`config.mk`:
```
export PLATFORM = sky130hd
export DESIGN_NAME = bmmd_decoder
export DESIGN_NICKNAME = d
export VERILOG_FILES = /design/src/bmmd_pkg.sv /design/src/bmmd_decoder.sv
export SDC_FILE = /design/constraint.sdc
export NUM_CORES = 2
export LEC_CHECK = 0
export BUFFER_PORTS_ARGS = -buffer_cell sky130_fd_sc_hd__buf_4
export CAP_MARGIN = 20
export CORE_ASPECT_RATIO = 2
export CORE_MARGIN = 4
export CORE_UTILIZATION = 36
export CTS_BUF_LIST = sky130_fd_sc_hd__clkbuf_2
export DETAILED_ROUTE_END_ITERATION = 6
export PLACE_DENSITY_LB_ADDON = 0.05
export SLEW_MARGIN = 15
export SYNTH_ARGS = -nofsm -noshare
export SYNTH_HDL_FRONTEND = slang
export SYNTH_SLANG_ARGS = --single-unit
```
`constraint.sdc`:
```
create_clock -name aclk -period 23.6 [get_ports aclk]
set_input_delay 2.36 -clock aclk [delete_from_list [all_inputs] [get_ports aclk]]
set_output_delay 2.36 -clock aclk [all_outputs]
set_load 0.005 [all_outputs]
```
`src/bmmd_pkg.sv`:
```
`default_nettype none
// ----------------------------------------------------------------
// Shared constants and types
// ----------------------------------------------------------------
package bmmd_pkg;
	localparam int PC_W = 13;
	localparam int IMPL_ADDR_W = 12;
	localparam int FILE_ADDR_W = 9;
	localparam int OFFSET_W = 7;
	localparam int LATCH_W = 5;
	localparam int JUMP_W = 11;
	localparam logic [12:0] RESET_VECTOR = 13'h0000;
	localparam logic [12:0] INT_VECTOR = 13'h0004;
	localparam logic [12:0] IMPL_SPAN = 13'h1000;
	// In-bank offsets of the core registers and of the RAM areas
	localparam logic [6:0] OFF_INDIRECT = 7'h00;
	localparam logic [6:0] OFF_PC_LOW = 7'h02;
	localparam logic [6:0] OFF_STATUS = 7'h03;
	localparam logic [6:0] OFF_POINTER = 7'h04;
	localparam logic [6:0] OFF_PC_HIGH = 7'h0a;
	localparam logic [6:0] OFF_INT_CTRL = 7'h0b;
	localparam logic [6:0] OFF_RAM_BASE = 7'h20;
	localparam logic [6:0] OFF_SHARED_RAM = 7'h70;
	// Parallel slave port data and direction locations
	localparam logic [8:0] PSP_DATA_ADDR = 9'h008;
	localparam logic [8:0] PSP_CTRL_ADDR = 9'h009;
	localparam logic [8:0] PSP_DDIR_ADDR = 9'h088;
	localparam logic [8:0] PSP_DCTL_ADDR = 9'h089;
	// Status field positions and reset values
	localparam int STATUS_IND_BANK = 7;
	localparam int BANK_HI = 6;
	localparam int BANK_LO = 5;
	localparam logic [7:0] STATUS_RESET = 8'h18;
	localparam logic [7:0] STATUS_WR_MASK = 8'he7;
	localparam logic [7:0] POINTER_RESET = 8'h00;
	localparam logic [4:0] PC_HIGH_RESET = 5'h00;
	localparam logic [7:0] INT_CTRL_RESET = 8'h00;
	// Bus map: word index of each location, byte address = 4 * index
	localparam logic [9:0] AXI_PC_INDEX = 10'h200;
	localparam logic [1:0] RESP_OKAY = 2'h0;
	localparam logic [1:0] RESP_SLVERR = 2'h2;

	typedef struct packed {
		logic       valid;
		logic       we;
		logic [6:0] offset;
		logic [7:0] wdata;
	} bmmd_file_req_type;

	typedef struct packed {
		logic       int_take;
		logic       jump;
		logic [10:0] jump_target;
		logic       fetch_next;
	} bmmd_fetch_ctl_type;

	typedef enum logic [4:0] {
		AX_IDLE  = 5'b00001,
		AX_WR    = 5'b00010,
		AX_BRESP = 5'b00100,
		AX_RD    = 5'b01000,
		AX_RRESP = 5'b10000
	} bmmd_axi_state_type;
endpackage
`default_nettype wire
```
`src/bmmd_decoder.sv`:
```
`default_nettype none
module bmmd_decoder #(
	parameter int IMPL_ADDR_W    = bmmd_pkg::IMPL_ADDR_W,
	parameter bit NARROW_VARIANT = 1'b0
) (
	input  wire logic                        aclk,
	input  wire logic                        aresetn,
	input  wire logic [31:0]                 awaddr,
	input  wire logic                        awvalid,
	output logic                             awready,
	input  wire logic [31:0]                 wdata,
	input  wire logic [3:0]                  wstrb,
	input  wire logic                        wvalid,
	output logic                             wready,
	output logic [1:0]                       bresp,
	output logic                             bvalid,
	input  wire logic                        bready,
	input  wire logic [31:0]                 araddr,
	input  wire logic                        arvalid,
	output logic                             arready,
	output logic [31:0]                      rdata,
	output logic [1:0]                       rresp,
	output logic                             rvalid,
	input  wire logic                        rready,
	input  wire bmmd_pkg::bmmd_fetch_ctl_type fetch_ctl,
	output logic [IMPL_ADDR_W-1:0]           fetch_addr,
	output logic [12:0]                      pc,
	input  wire bmmd_pkg::bmmd_file_req_type file_req,
	output logic [7:0]                       file_rdata,
	output logic                             file_rvalid,
	input  wire logic                        flags_we,
	input  wire logic [2:0]                  flags,
	output logic [7:0]                       status_flags,
	output logic [7:0]                       int_ctrl,
	output logic                             periph_sel,
	output logic                             periph_we,
	output logic [8:0]                       periph_addr,
	output logic [7:0]                       periph_wdata,
	input  wire logic [7:0]                  periph_rdata
);
	if (IMPL_ADDR_W < 1 || IMPL_ADDR_W > bmmd_pkg::PC_W) begin : g_chk
		$error("IMPL_ADDR_W must lie between 1 and 13");
	end

	bmmd_pkg::bmmd_axi_state_type axi_state;
	logic [7:0] ram [0:511];
	logic [7:0] indirect_pointer;
	logic [4:0] pc_high_latch;
	logic [8:0] axi_addr;
	logic [7:0] axi_wdata;
	logic       axi_wr_lane;
	logic       acc_valid;
	logic       acc_we;
	logic [8:0] acc_addr;
	logic [7:0] acc_wdata;
	logic       axi_go;
	logic       is_ind;
	logic [8:0] eff_addr;
	logic [6:0] eff_off;
	logic       ind_loop;
	logic       psp_hit;
	logic       core_hit;
	logic       ram_hit;
	logic [8:0] ram_index;
	logic [7:0] rd_value;
	logic       wr;
	logic       aw_take;
	logic       ar_take;
	logic [9:0] aw_index;
	logic [9:0] ar_index;

	// ----------------------------------------------------------------
	// Program counter
	// ----------------------------------------------------------------
	always_ff @(posedge aclk) begin
		if (!aresetn) begin
			pc <= bmmd_pkg::RESET_VECTOR;
		end else if (fetch_ctl.int_take) begin
			pc <= bmmd_pkg::INT_VECTOR;
		end else if (wr && core_hit && eff_off == bmmd_pkg::OFF_PC_LOW) begin
			pc <= {pc_high_latch, acc_wdata};
		end else if (fetch_ctl.jump) begin
			pc <= {pc_high_latch[4:3], fetch_ctl.jump_target};
		end else if (fetch_ctl.fetch_next) begin
			pc <= pc + 13'h0001;
		end
	end

	// Own bus, never shared with data access
	assign fetch_addr = pc[IMPL_ADDR_W-1:0];

	// ----------------------------------------------------------------
	// Access arbitration, core datapath first
	// ----------------------------------------------------------------
	always_comb begin
		acc_valid = 1'b0;
		acc_we = 1'b0;
		acc_addr = 9'h000;
		acc_wdata = 8'h00;
		if (file_req.valid) begin
			acc_valid = 1'b1;
			acc_we = file_req.we;
			acc_addr = {status_flags[bmmd_pkg::BANK_HI:bmmd_pkg::BANK_LO],
				file_req.offset};
			acc_wdata = file_req.wdata;
		end else if (axi_state == bmmd_pkg::AX_WR) begin
			acc_valid = 1'b1;
			acc_we = axi_wr_lane;
			acc_addr = axi_addr;
			acc_wdata = axi_wdata;
		end else if (axi_state == bmmd_pkg::AX_RD) begin
			acc_valid = 1'b1;
			acc_addr = axi_addr;
		end
	end

	assign axi_go = !file_req.valid &&
		(axi_state == bmmd_pkg::AX_WR || axi_state == bmmd_pkg::AX_RD);

	// ----------------------------------------------------------------
	// Address decode
	// ----------------------------------------------------------------
	assign is_ind = acc_addr[6:0] == bmmd_pkg::OFF_INDIRECT;
	assign eff_addr = is_ind ?
		{status_flags[bmmd_pkg::STATUS_IND_BANK], indirect_pointer} :
		acc_addr;
	assign eff_off = eff_addr[6:0];
	assign ind_loop = eff_off == bmmd_pkg::OFF_INDIRECT;
	assign psp_hit = NARROW_VARIANT &&
		(eff_addr == bmmd_pkg::PSP_DATA_ADDR ||
		eff_addr == bmmd_pkg::PSP_CTRL_ADDR ||
		eff_addr == bmmd_pkg::PSP_DDIR_ADDR ||
		eff_addr == bmmd_pkg::PSP_DCTL_ADDR);
	assign core_hit = eff_off == bmmd_pkg::OFF_PC_LOW ||
		eff_off == bmmd_pkg::OFF_STATUS ||
		eff_off == bmmd_pkg::OFF_POINTER ||
		eff_off == bmmd_pkg::OFF_PC_HIGH ||
		eff_off == bmmd_pkg::OFF_INT_CTRL;
	assign ram_hit = eff_off >= bmmd_pkg::OFF_RAM_BASE;
	assign ram_index = (eff_off >= bmmd_pkg::OFF_SHARED_RAM) ?
		{2'b00, eff_off} : eff_addr;
	assign wr = acc_valid && acc_we && !ind_loop;

	always_comb begin
		rd_value = 8'h00;
		if (ind_loop || psp_hit) begin
			rd_value = 8'h00;
		end else if (ram_hit) begin
			rd_value = ram[ram_index];
		end else if (eff_off == bmmd_pkg::OFF_PC_LOW) begin
			rd_value = pc[7:0];
		end else if (eff_off == bmmd_pkg::OFF_STATUS) begin
			rd_value = status_flags;
		end else if (eff_off == bmmd_pkg::OFF_POINTER) begin
			rd_value = indirect_pointer;
		end else if (eff_off == bmmd_pkg::OFF_PC_HIGH) begin
			rd_value = {3'b000, pc_high_latch};
		end else if (eff_off == bmmd_pkg::OFF_INT_CTRL) begin
			rd_value = int_ctrl;
		end else begin
			rd_value = periph_rdata;
		end
	end

	// Peripheral locations outside this block
	assign periph_sel = acc_valid && !ind_loop && !psp_hit && !ram_hit &&
		!core_hit;
	assign periph_we = periph_sel && acc_we;
	assign periph_addr = eff_addr;
	assign periph_wdata = acc_wdata;

	// ----------------------------------------------------------------
	// Register file storage
	// ----------------------------------------------------------------
	always_ff @(posedge aclk) begin
		if (wr && ram_hit && !psp_hit) begin
			ram[ram_index] <= acc_wdata;
		end
	end

	always_ff @(posedge aclk) begin
		if (!aresetn) begin
			status_flags <= bmmd_pkg::STATUS_RESET;
		end else if (wr && eff_off == bmmd_pkg::OFF_STATUS) begin
			status_flags <= (acc_wdata & bmmd_pkg::STATUS_WR_MASK) |
				(status_flags & ~bmmd_pkg::STATUS_WR_MASK);
		end else if (flags_we) begin
			status_flags[2:0] <= flags;
		end
	end

	always_ff @(posedge aclk) begin
		if (!aresetn) begin
			indirect_pointer <= bmmd_pkg::POINTER_RESET;
		end else if (wr && eff_off == bmmd_pkg::OFF_POINTER) begin
			indirect_pointer <= acc_wdata;
		end
	end

	always_ff @(posedge aclk) begin
		if (!aresetn) begin
			pc_high_latch <= bmmd_pkg::PC_HIGH_RESET;
		end else if (wr && eff_off == bmmd_pkg::OFF_PC_HIGH) begin
			pc_high_latch <= acc_wdata[4:0];
		end
	end

	always_ff @(posedge aclk) begin
		if (!aresetn) begin
			int_ctrl <= bmmd_pkg::INT_CTRL_RESET;
		end else if (wr && eff_off == bmmd_pkg::OFF_INT_CTRL) begin
			int_ctrl <= acc_wdata;
		end
	end

	always_ff @(posedge aclk) begin
		if (!aresetn) begin
			file_rdata <= 8'h00;
			file_rvalid <= 1'b0;
		end else begin
			file_rvalid <= file_req.valid && !file_req.we;
			if (file_req.valid && !file_req.we) begin
				file_rdata <= rd_value;
			end
		end
	end

	// ----------------------------------------------------------------
	// AXI4-Lite slave
	// ----------------------------------------------------------------
	assign aw_index = awaddr[11:2];
	assign ar_index = araddr[11:2];
	assign aw_take = axi_state == bmmd_pkg::AX_IDLE && awvalid && wvalid;
	assign ar_take = axi_state == bmmd_pkg::AX_IDLE && arvalid && !aw_take;
	assign awready = aw_take;
	assign wready = aw_take;
	assign arready = ar_take;

	always_ff @(posedge aclk) begin
		if (!aresetn) begin
			axi_state <= bmmd_pkg::AX_IDLE;
			axi_addr <= 9'h000;
			axi_wdata <= 8'h00;
			axi_wr_lane <= 1'b0;
			bvalid <= 1'b0;
			bresp <= bmmd_pkg::RESP_OKAY;
			rvalid <= 1'b0;
			rresp <= bmmd_pkg::RESP_OKAY;
			rdata <= 32'h0000_0000;
		end else begin
			case (axi_state)
			bmmd_pkg::AX_IDLE: begin
				if (aw_take) begin
					axi_addr <= aw_index[8:0];
					axi_wdata <= wdata[7:0];
					axi_wr_lane <= wstrb[0];
					if (awaddr[31:12] == 20'h00000 && !aw_index[9]) begin
						axi_state <= bmmd_pkg::AX_WR;
					end else begin
						bresp <= bmmd_pkg::RESP_SLVERR;
						bvalid <= 1'b1;
						axi_state <= bmmd_pkg::AX_BRESP;
					end
				end else if (ar_take) begin
					axi_addr <= ar_index[8:0];
					if (araddr[31:12] == 20'h00000 && !ar_index[9]) begin
						axi_state <= bmmd_pkg::AX_RD;
					end else begin
						rvalid <= 1'b1;
						axi_state <= bmmd_pkg::AX_RRESP;
						if (araddr[31:12] == 20'h00000 &&
							ar_index == bmmd_pkg::AXI_PC_INDEX) begin
							rdata <= {19'h00000, pc};
							rresp <= bmmd_pkg::RESP_OKAY;
						end else begin
							rdata <= 32'h0000_0000;
							rresp <= bmmd_pkg::RESP_SLVERR;
						end
					end
				end
			end
			bmmd_pkg::AX_WR: begin
				if (axi_go) begin
					bresp <= bmmd_pkg::RESP_OKAY;
					bvalid <= 1'b1;
					axi_state <= bmmd_pkg::AX_BRESP;
				end
			end
			bmmd_pkg::AX_BRESP: begin
				if (bready) begin
					bvalid <= 1'b0;
					axi_state <= bmmd_pkg::AX_IDLE;
				end
			end
			bmmd_pkg::AX_RD: begin
				if (axi_go) begin
					rdata <= {24'h000000, rd_value};
					rresp <= bmmd_pkg::RESP_OKAY;
					rvalid <= 1'b1;
					axi_state <= bmmd_pkg::AX_RRESP;
				end
			end
			bmmd_pkg::AX_RRESP: begin
				if (rready) begin
					rvalid <= 1'b0;
					axi_state <= bmmd_pkg::AX_IDLE;
				end
			end
			default: begin
				axi_state <= bmmd_pkg::AX_IDLE;
			end
			endcase
		end
	end
endmodule // bmmd_decoder
`default_nettype wire

```
# After elaboration in Yosys (flattened, before gate mapping)
# Memory sizes are Yosys's and may differ from the RTL's.
# Index checks and enable logic that the tools add are counted.
dict set report classes {
  add_sub_neg 1
  reduce_logical 55
  mux 63
  magnitude_cmp 2
  eq_ne 21
  bitwise 2
}
# op count
set ops {}
lappend ops {{$mux 32} 4}
lappend ops {{$mux 8} 9}
lappend ops {{$pmux 32 s2} 1}
lappend ops {{$mux 9} 7}
lappend ops {{$mux 13} 4}
lappend ops {{$logic_not 20->1} 2}
lappend ops {{$mux 5} 7}
lappend ops {{$pmux 5 s5} 1}
lappend ops {{$logic_and 1x1->1} 22}
lappend ops {{$ne 2x2->1 const B} 9}
lappend ops {{$mux 1} 15}
lappend ops {{$reduce_and 5->1} 3}
lappend ops {{$eq 7x2->1 const B} 2}
lappend ops {{$eq 7x4->1 const B} 2}
lappend ops {{$logic_not 7->1} 2}
lappend ops {{$mux 2} 7}
lappend ops {{$add 13x1->13 const B} 1}
lappend ops {{$mux 3} 4}
lappend ops {{$eq 10x10->1 const B} 1}
lappend ops {{$reduce_bool 3->1} 3}
lappend ops {{$logic_not 1->1} 8}
lappend ops {{$or 8x5->8} 1}
lappend ops {{$pmux 2 s2} 2}
lappend ops {{$reduce_bool 2->1} 4}
lappend ops {{17 further kinds} 23}
dict set report word_totals {
  regBits 112
  input_bits 150
  ram_bits 4096
  mem_count 1
}
# name depth width rd rd_ports_with_merged_regs write_ports line_no
set mem_list {}
lappend mem_list {ram 512 8 1 0 1 bmmd_decoder.sv:46} ;# logic [7:0] ram [0:511];

# Longest topological paths before layout
dict set report depth {
  ltp_word 16
  mapped_depth 21
  depth_no_buf 14
}

# Worst setup path before layout
# Ideal clock, no wire load.
dict set report synth_path {
  path_kind {input to output}
  from {in file_req[16] (netlist name)}
  to {out periph_wdata[1]}
  required_time_ns 21.240
  setup_slack_ns 11.861
  cell_stages 7
  arrival_time_ns 9.379
  path_cell_list {buf_2 -> clkbuf_1 -> clkbuf_1 -> clkbuf_1 -> clkbuf_1 -> a21oi_1 -> inv_1}
}
dict set report synth_via {
  elab_chain_len 1
}
# item line_no
set synth_rtl {}
lappend synth_rtl {{from (decl)} bmmd_decoder.sv:28} ;# input wire bmmd_pkg::bmmd_file_req_type file_req,
lappend synth_rtl {{$mux 8} bmmd_decoder.sv:100} ;# if (file_req.valid) begin
lappend synth_rtl {{to (decl)} bmmd_decoder.sv:38} ;# output logic [7:0] periph_wdata,
# No other way between the ends.

# Worst setup path in the final report
dict set report layout_path {
  from {in file_req[16] (netlist name)}
  to {out periph_we}
}
dict set report layout_via {
  elab_chain_len 11
  word_cells_on_any_way 23
  classes_between {1 x order compare; 5 x eq/ne; 4 x mux; 13 x reduce/logical}
}
# item line_no
set layout_rtl {}
lappend layout_rtl {{branches (longest 10 deep; another with $ge 7x6->1)} n/a}
lappend layout_rtl {{$logic_and 1x1->1 *} bmmd_decoder.sv:168} ;# assign periph_we = periph_sel && acc_we;
lappend layout_rtl {{to (decl)} bmmd_decoder.sv:36} ;# output logic periph_we,
# Every way passes the cells marked *.

==> flow_results.xml <==
<?xml version="1.0" encoding="UTF-8"?>
<metrics>
  <group name="clocking">
    <metric name="cts.clk_slew.worst_paths" unit="ns">0.10</metric>
    <metric name="cts-htree-levels" unit="">6</metric>
    <metric name="cts_max_path_buffers" unit="">4</metric>
    <metric name="cts_tree" unit="">done</metric>
    <metric name="cts_setup_buffers" unit="">0</metric>
    <metric name="clk_root_buffer_cell" unit="">sky130_fd_sc_hd__clkbuf_2</metric>
    <metric name="postCtsHoldBufs" unit="">0</metric>
    <metric name="cts_made_buffers" unit="">883</metric>
    <metric name="ctsResizeCount" unit="">0</metric>
    <metric name="cts_sinks" unit="">3993</metric>
    <metric name="worst_skew_pair.late_latency" unit="ns">2.17</metric>
  </group>
  <group name="setup_path">
    <metric name="timing_worst_setup_path_type" unit="">input pin to output pin</metric>
    <metric name="cp_max_fo" unit="">54</metric>
    <metric name="worst-endpoint-arrival" unit="ns">7.86</metric>
    <metric name="critPathLaunchType" unit="">input pin</metric>
    <metric name="critPathCaptureType" unit="">output pin</metric>
    <metric name="timing.critical_path.required" unit="ns">21.24</metric>
  </group>
  <group name="timing">
    <metric name="maxSlewHeadroom" unit="%">1.547</metric>
    <metric name="fin_setup_tns" unit="ns">0</metric>
    <metric name="hold_violations" unit="">0</metric>
    <metric name="final-setup-viol-count" unit="">0</metric>
    <metric name="fin_skew" unit="ns">0.2268</metric>
    <metric name="final_min_period_over_clock_period" unit="%">43.30</metric>
    <metric name="grt_setup_unrepaired" unit="">no</metric>
    <metric name="timing_max_transition_violations_final" unit="">0</metric>
    <metric name="max_freq" unit="MHz">97.86</metric>
    <metric name="worst_pin_slew" unit="ns">1.463</metric>
    <metric name="final_period_minus_worst_setup_slack" unit="ns">10.22</metric>
  </group>
  <group name="floorplanning">
    <metric name="initial_core_util" unit="%">36.12</metric>
    <metric name="floorplan.io_pins" unit="">260</metric>
    <metric name="core" unit="um2">436500</metric>
    <metric name="std_cell_rows" unit="">343</metric>
    <metric name="die_h" unit="um">943.9</metric>
    <metric name="floorplan.die.width" unit="um">476.0</metric>
    <metric name="design.die.area" unit="um2">449300</metric>
  </group>
  <group name="power">
    <metric name="netSwitchingPower" unit="uW">3665</metric>
    <metric name="power.internal" unit="uW">9782</metric>
    <metric name="worst_ir_drop_vdd" unit="mV">0.03360</metric>
    <metric name="netSwitchingFraction" unit="%">27.26</metric>
    <metric name="cellPowerDensity" unit="nW/um2">75.19</metric>
    <metric name="sequential_power_share" unit="%">59.2</metric>
    <metric name="power.combinational.fraction" unit="%">8.1</metric>
    <metric name="p_leak" unit="uW">0.06355</metric>
    <metric name="p_clk_share" unit="%">32.7</metric>
  </group>
  <group name="run_status">
    <metric name="violations" unit="">max-capacitance violations</metric>
    <metric name="status" unit="">finished with violations</metric>
  </group>
  <group name="global_route">
    <metric name="groute.usage.overall" unit="%">26.79</metric>
    <metric name="grt_pass1_vias" unit="">102800</metric>
    <metric name="grt_first_pass_wirelength" unit="um">833900</metric>
    <metric name="grt_antenna_before_repair" unit="">60</metric>
    <metric name="grt_start_max_net_pins" unit="">203</metric>
    <metric name="grt_ovf" unit="">0</metric>
  </group>
  <group name="synth">
    <metric name="netlist-cell-type-count" unit="">103</metric>
    <metric name="synth.largest_area_cell" unit="">sky130_fd_sc_hd__edfxtp_1</metric>
    <metric name="synthArstFlopShare" unit="%">0</metric>
    <metric name="netlist_instances" unit="">10450</metric>
    <metric name="ys_top_cells_by_area" unit="">sky130_fd_sc_hd__edfxtp_1 74%, sky130_fd_sc_hd__nand2_1 4.2%, sky130_fd_sc_hd__mux2i_1 2.5%, sky130_fd_sc_hd__mux4_2 1.5%, sky130_fd_sc_hd__a221oi_1 1.4%</metric>
    <metric name="yosys_warnings" unit="">0</metric>
    <metric name="number_of_synthesized_flops_with_an_enable_pin" unit="">3904</metric>
    <metric name="postSynthRegisterBits" unit="">3993</metric>
    <metric name="ys_dominant_reg_cell" unit="">sky130_fd_sc_hd__edfxtp_1</metric>
    <metric name="post_synth.cell_area_avg" unit="um2">15.10</metric>
    <metric name="synthDominantCellAreaShare" unit="%">74.35</metric>
    <metric name="synth_sequential_area_ratio" unit="%">75.48</metric>
    <metric name="netlist_area" unit="um2">157700</metric>
  </group>
  <group name="detailed_routing">
    <metric name="vias" unit="">102500</metric>
    <metric name="drt-vias-per-instance" unit="">5.442</metric>
    <metric name="drt_pass1_iterations" unit="">6</metric>
    <metric name="final_antenna_net_count" unit="">0</metric>
    <metric name="drt_first_iter_violations" unit="">9255</metric>
    <metric name="wl_per_cell" unit="um">32.69</metric>
    <metric name="route.final.wire_length" unit="um">615500</metric>
    <metric name="drc" unit="">0</metric>
  </group>
  <group name="placed_design">
    <metric name="place_congestion" unit="">0.8452</metric>
    <metric name="hpwlAfterDp" unit="um">391300</metric>
    <metric name="port_buffers" unit="">205</metric>
  </group>
  <group name="run">
    <metric name="max_cap_violations" unit="">1</metric>
  </group>
  <group name="min_path">
    <metric name="worstHoldPathType" unit="">input pin to register</metric>
  </group>
  <group name="layout">
    <metric name="layout-drive-gt1-share" unit="%">17.22</metric>
    <metric name="layout.cells.most_common_list" unit="">3904 x sky130_fd_sc_hd__edfxtp_1, 1732 x sky130_fd_sc_hd__nand2_1, 1368 x sky130_fd_sc_hd__clkbuf_2</metric>
    <metric name="finalNetCount" unit="">12530</metric>
    <metric name="flow.area_growth_from_synthesis" unit="%">13.43</metric>
    <metric name="finish.utilization" unit="%">40.98</metric>
    <metric name="most_common_library_cell_in_the_layout_ignoring_fill_and_taps" unit="">sky130_fd_sc_hd__edfxtp_1</metric>
  </group>
</metrics>
[worst max-delay path, stage by stage]
cell and delay [ns]:
sky130_fd_sc_hd__buf_4 0.30, sky130_fd_sc_hd__nor4_4 0.87, sky130_fd_sc_hd__o311ai_2 0.34, sky130_fd_sc_hd__a21oi_4 0.57, sky130_fd_sc_hd__inv_16 0.16, sky130_fd_sc_hd__nor2_4 0.78
sky130_fd_sc_hd__buf_4 0.64, sky130_fd_sc_hd__buf_4 0.52, sky130_fd_sc_hd__nand3_1 0.38, sky130_fd_sc_hd__nand2_1 0.36, sky130_fd_sc_hd__nor4_1 0.12, sky130_fd_sc_hd__buf_4 0.15
[sequential cells by signal, summed over array words and instances, names as in the netlist]
name and cells:
axi_state 5, ram 3904, file_rdata 8, axi_addr 9, pc_high_latch 5, bvalid 1
rresp 1, rvalid 1, file_rvalid 1, axi_wr_lane 1, indirect_pointer 8, rdata 13
status_flags 6, pc 13, axi_wdata 8, bresp 1, int_ctrl 8
[synth_stat cells (all sizes together) (27+ instances only)]
| cell type | number |
|---|---|
| o21ai | 224 |
| a211oi | 55 |
| a221o | 138 |
| mux4 | 108 |
| inv | 36 |
| nor4 | 52 |
| clkbuf | 231 |
| a222oi | 47 |
| mux2i | 394 |
| o211ai | 39 |
| a22oi | 185 |
| dfxtp | 89 |
| a31oi | 150 |
| edfxtp | 3904 |
| a21oi | 455 |
| nand4 | 51 |
| a311oi | 48 |
| o22ai | 99 |
| and3 | 147 |
| nor3 | 50 |
| a221oi | 260 |
| a32oi | 33 |
| nand2 | 1755 |
| nor2 | 496 |
| mux2 | 27 |
| o211a | 36 |
| nand3 | 454 |
| buf | 537 |
| o2111ai | 42 |
[through the flow]
stage	cells	total power [uW]	hold slack (ns)	cell area (um2)	setup slack, ns
after CTS	18770	13620	0.1300	178700	13.15
after global placement	17170	9199	0.4566	170600	12.33
final	18830	13450	0.4151	178800	13.38
after floorplan	11680	8698	0.4436	162300	11.86
after detailed placement	17180	9213	0.4647	170800	12.32
after global routing	18810	14020	0.2720	178800	13.10
[path summary, 6_finish.rpt]
kind	cells past startpoint	endpoint	from	slack, ns
worst max-delay path	12	periph_we	file_req[16]	13.38
worst min register to register	2	pc[11]	pc_high_latch[3]	0.42
worst min-delay path	2	pc[2]	fetch_ctl[13]	0.42
worst max register to register	20	rdata[1]	axi_state[4]	14.42
[per-layer routing]
metal	wire length, um	GRT usage [%]	part of all wire (%)	vias up
li1	-	-	-	44000
met1	220100	30.01	36	53260
met2	320800	48.28	52	4044
met3	35490	4.021	5.8	1151
met4	39000	15.23	6.3	14
met5	92	0	0.015	-
[power groups by stage]
stage	clock (uW)	combinational, uW	sequential [uW]
after floorplan	0	545	8150
after global placement	0	1090	8110
after detailed placement	0	1090	8120
after CTS	4570	1100	7960
after global routing	4900	1150	7970
final	4400	1090	7960
[kinds of logic after synthesis]
| family | Yosys count | synth area share, % |
|---|---|---|
| simple gates | 3086 | 8.355 |
| mux | 529 | 4.237 |
| xor+xnor | 10 | 0.06031 |
| other cells | 2 | 0.004763 |
| buf+inv | 804 | 2.627 |
| compound gates | 2020 | 9.225 |
| fa+ha+maj | 1 | 0.007934 |
| flops | 3993 | 75.48 |
[layout make-up]
| cell class | instances | area, um2 |
|---|---|---|
| Multi-Input combinational cell | 6885 | 39690 |
| Clock buffer | 1368 | 6847 |
| Clock inverter | 221 | 1071 |
| Timing Repair Buffer | 577 | 4700 |
| Antenna cell | 58 | 145.1 |
| Inverter | 36 | 251.5 |
| Sequential cell | 3993 | 119000 |
| Tap cell | 5692 | 7122 |
| Fill cell | 41460 | 257600 |
Power figures use the tool's default switching activity.
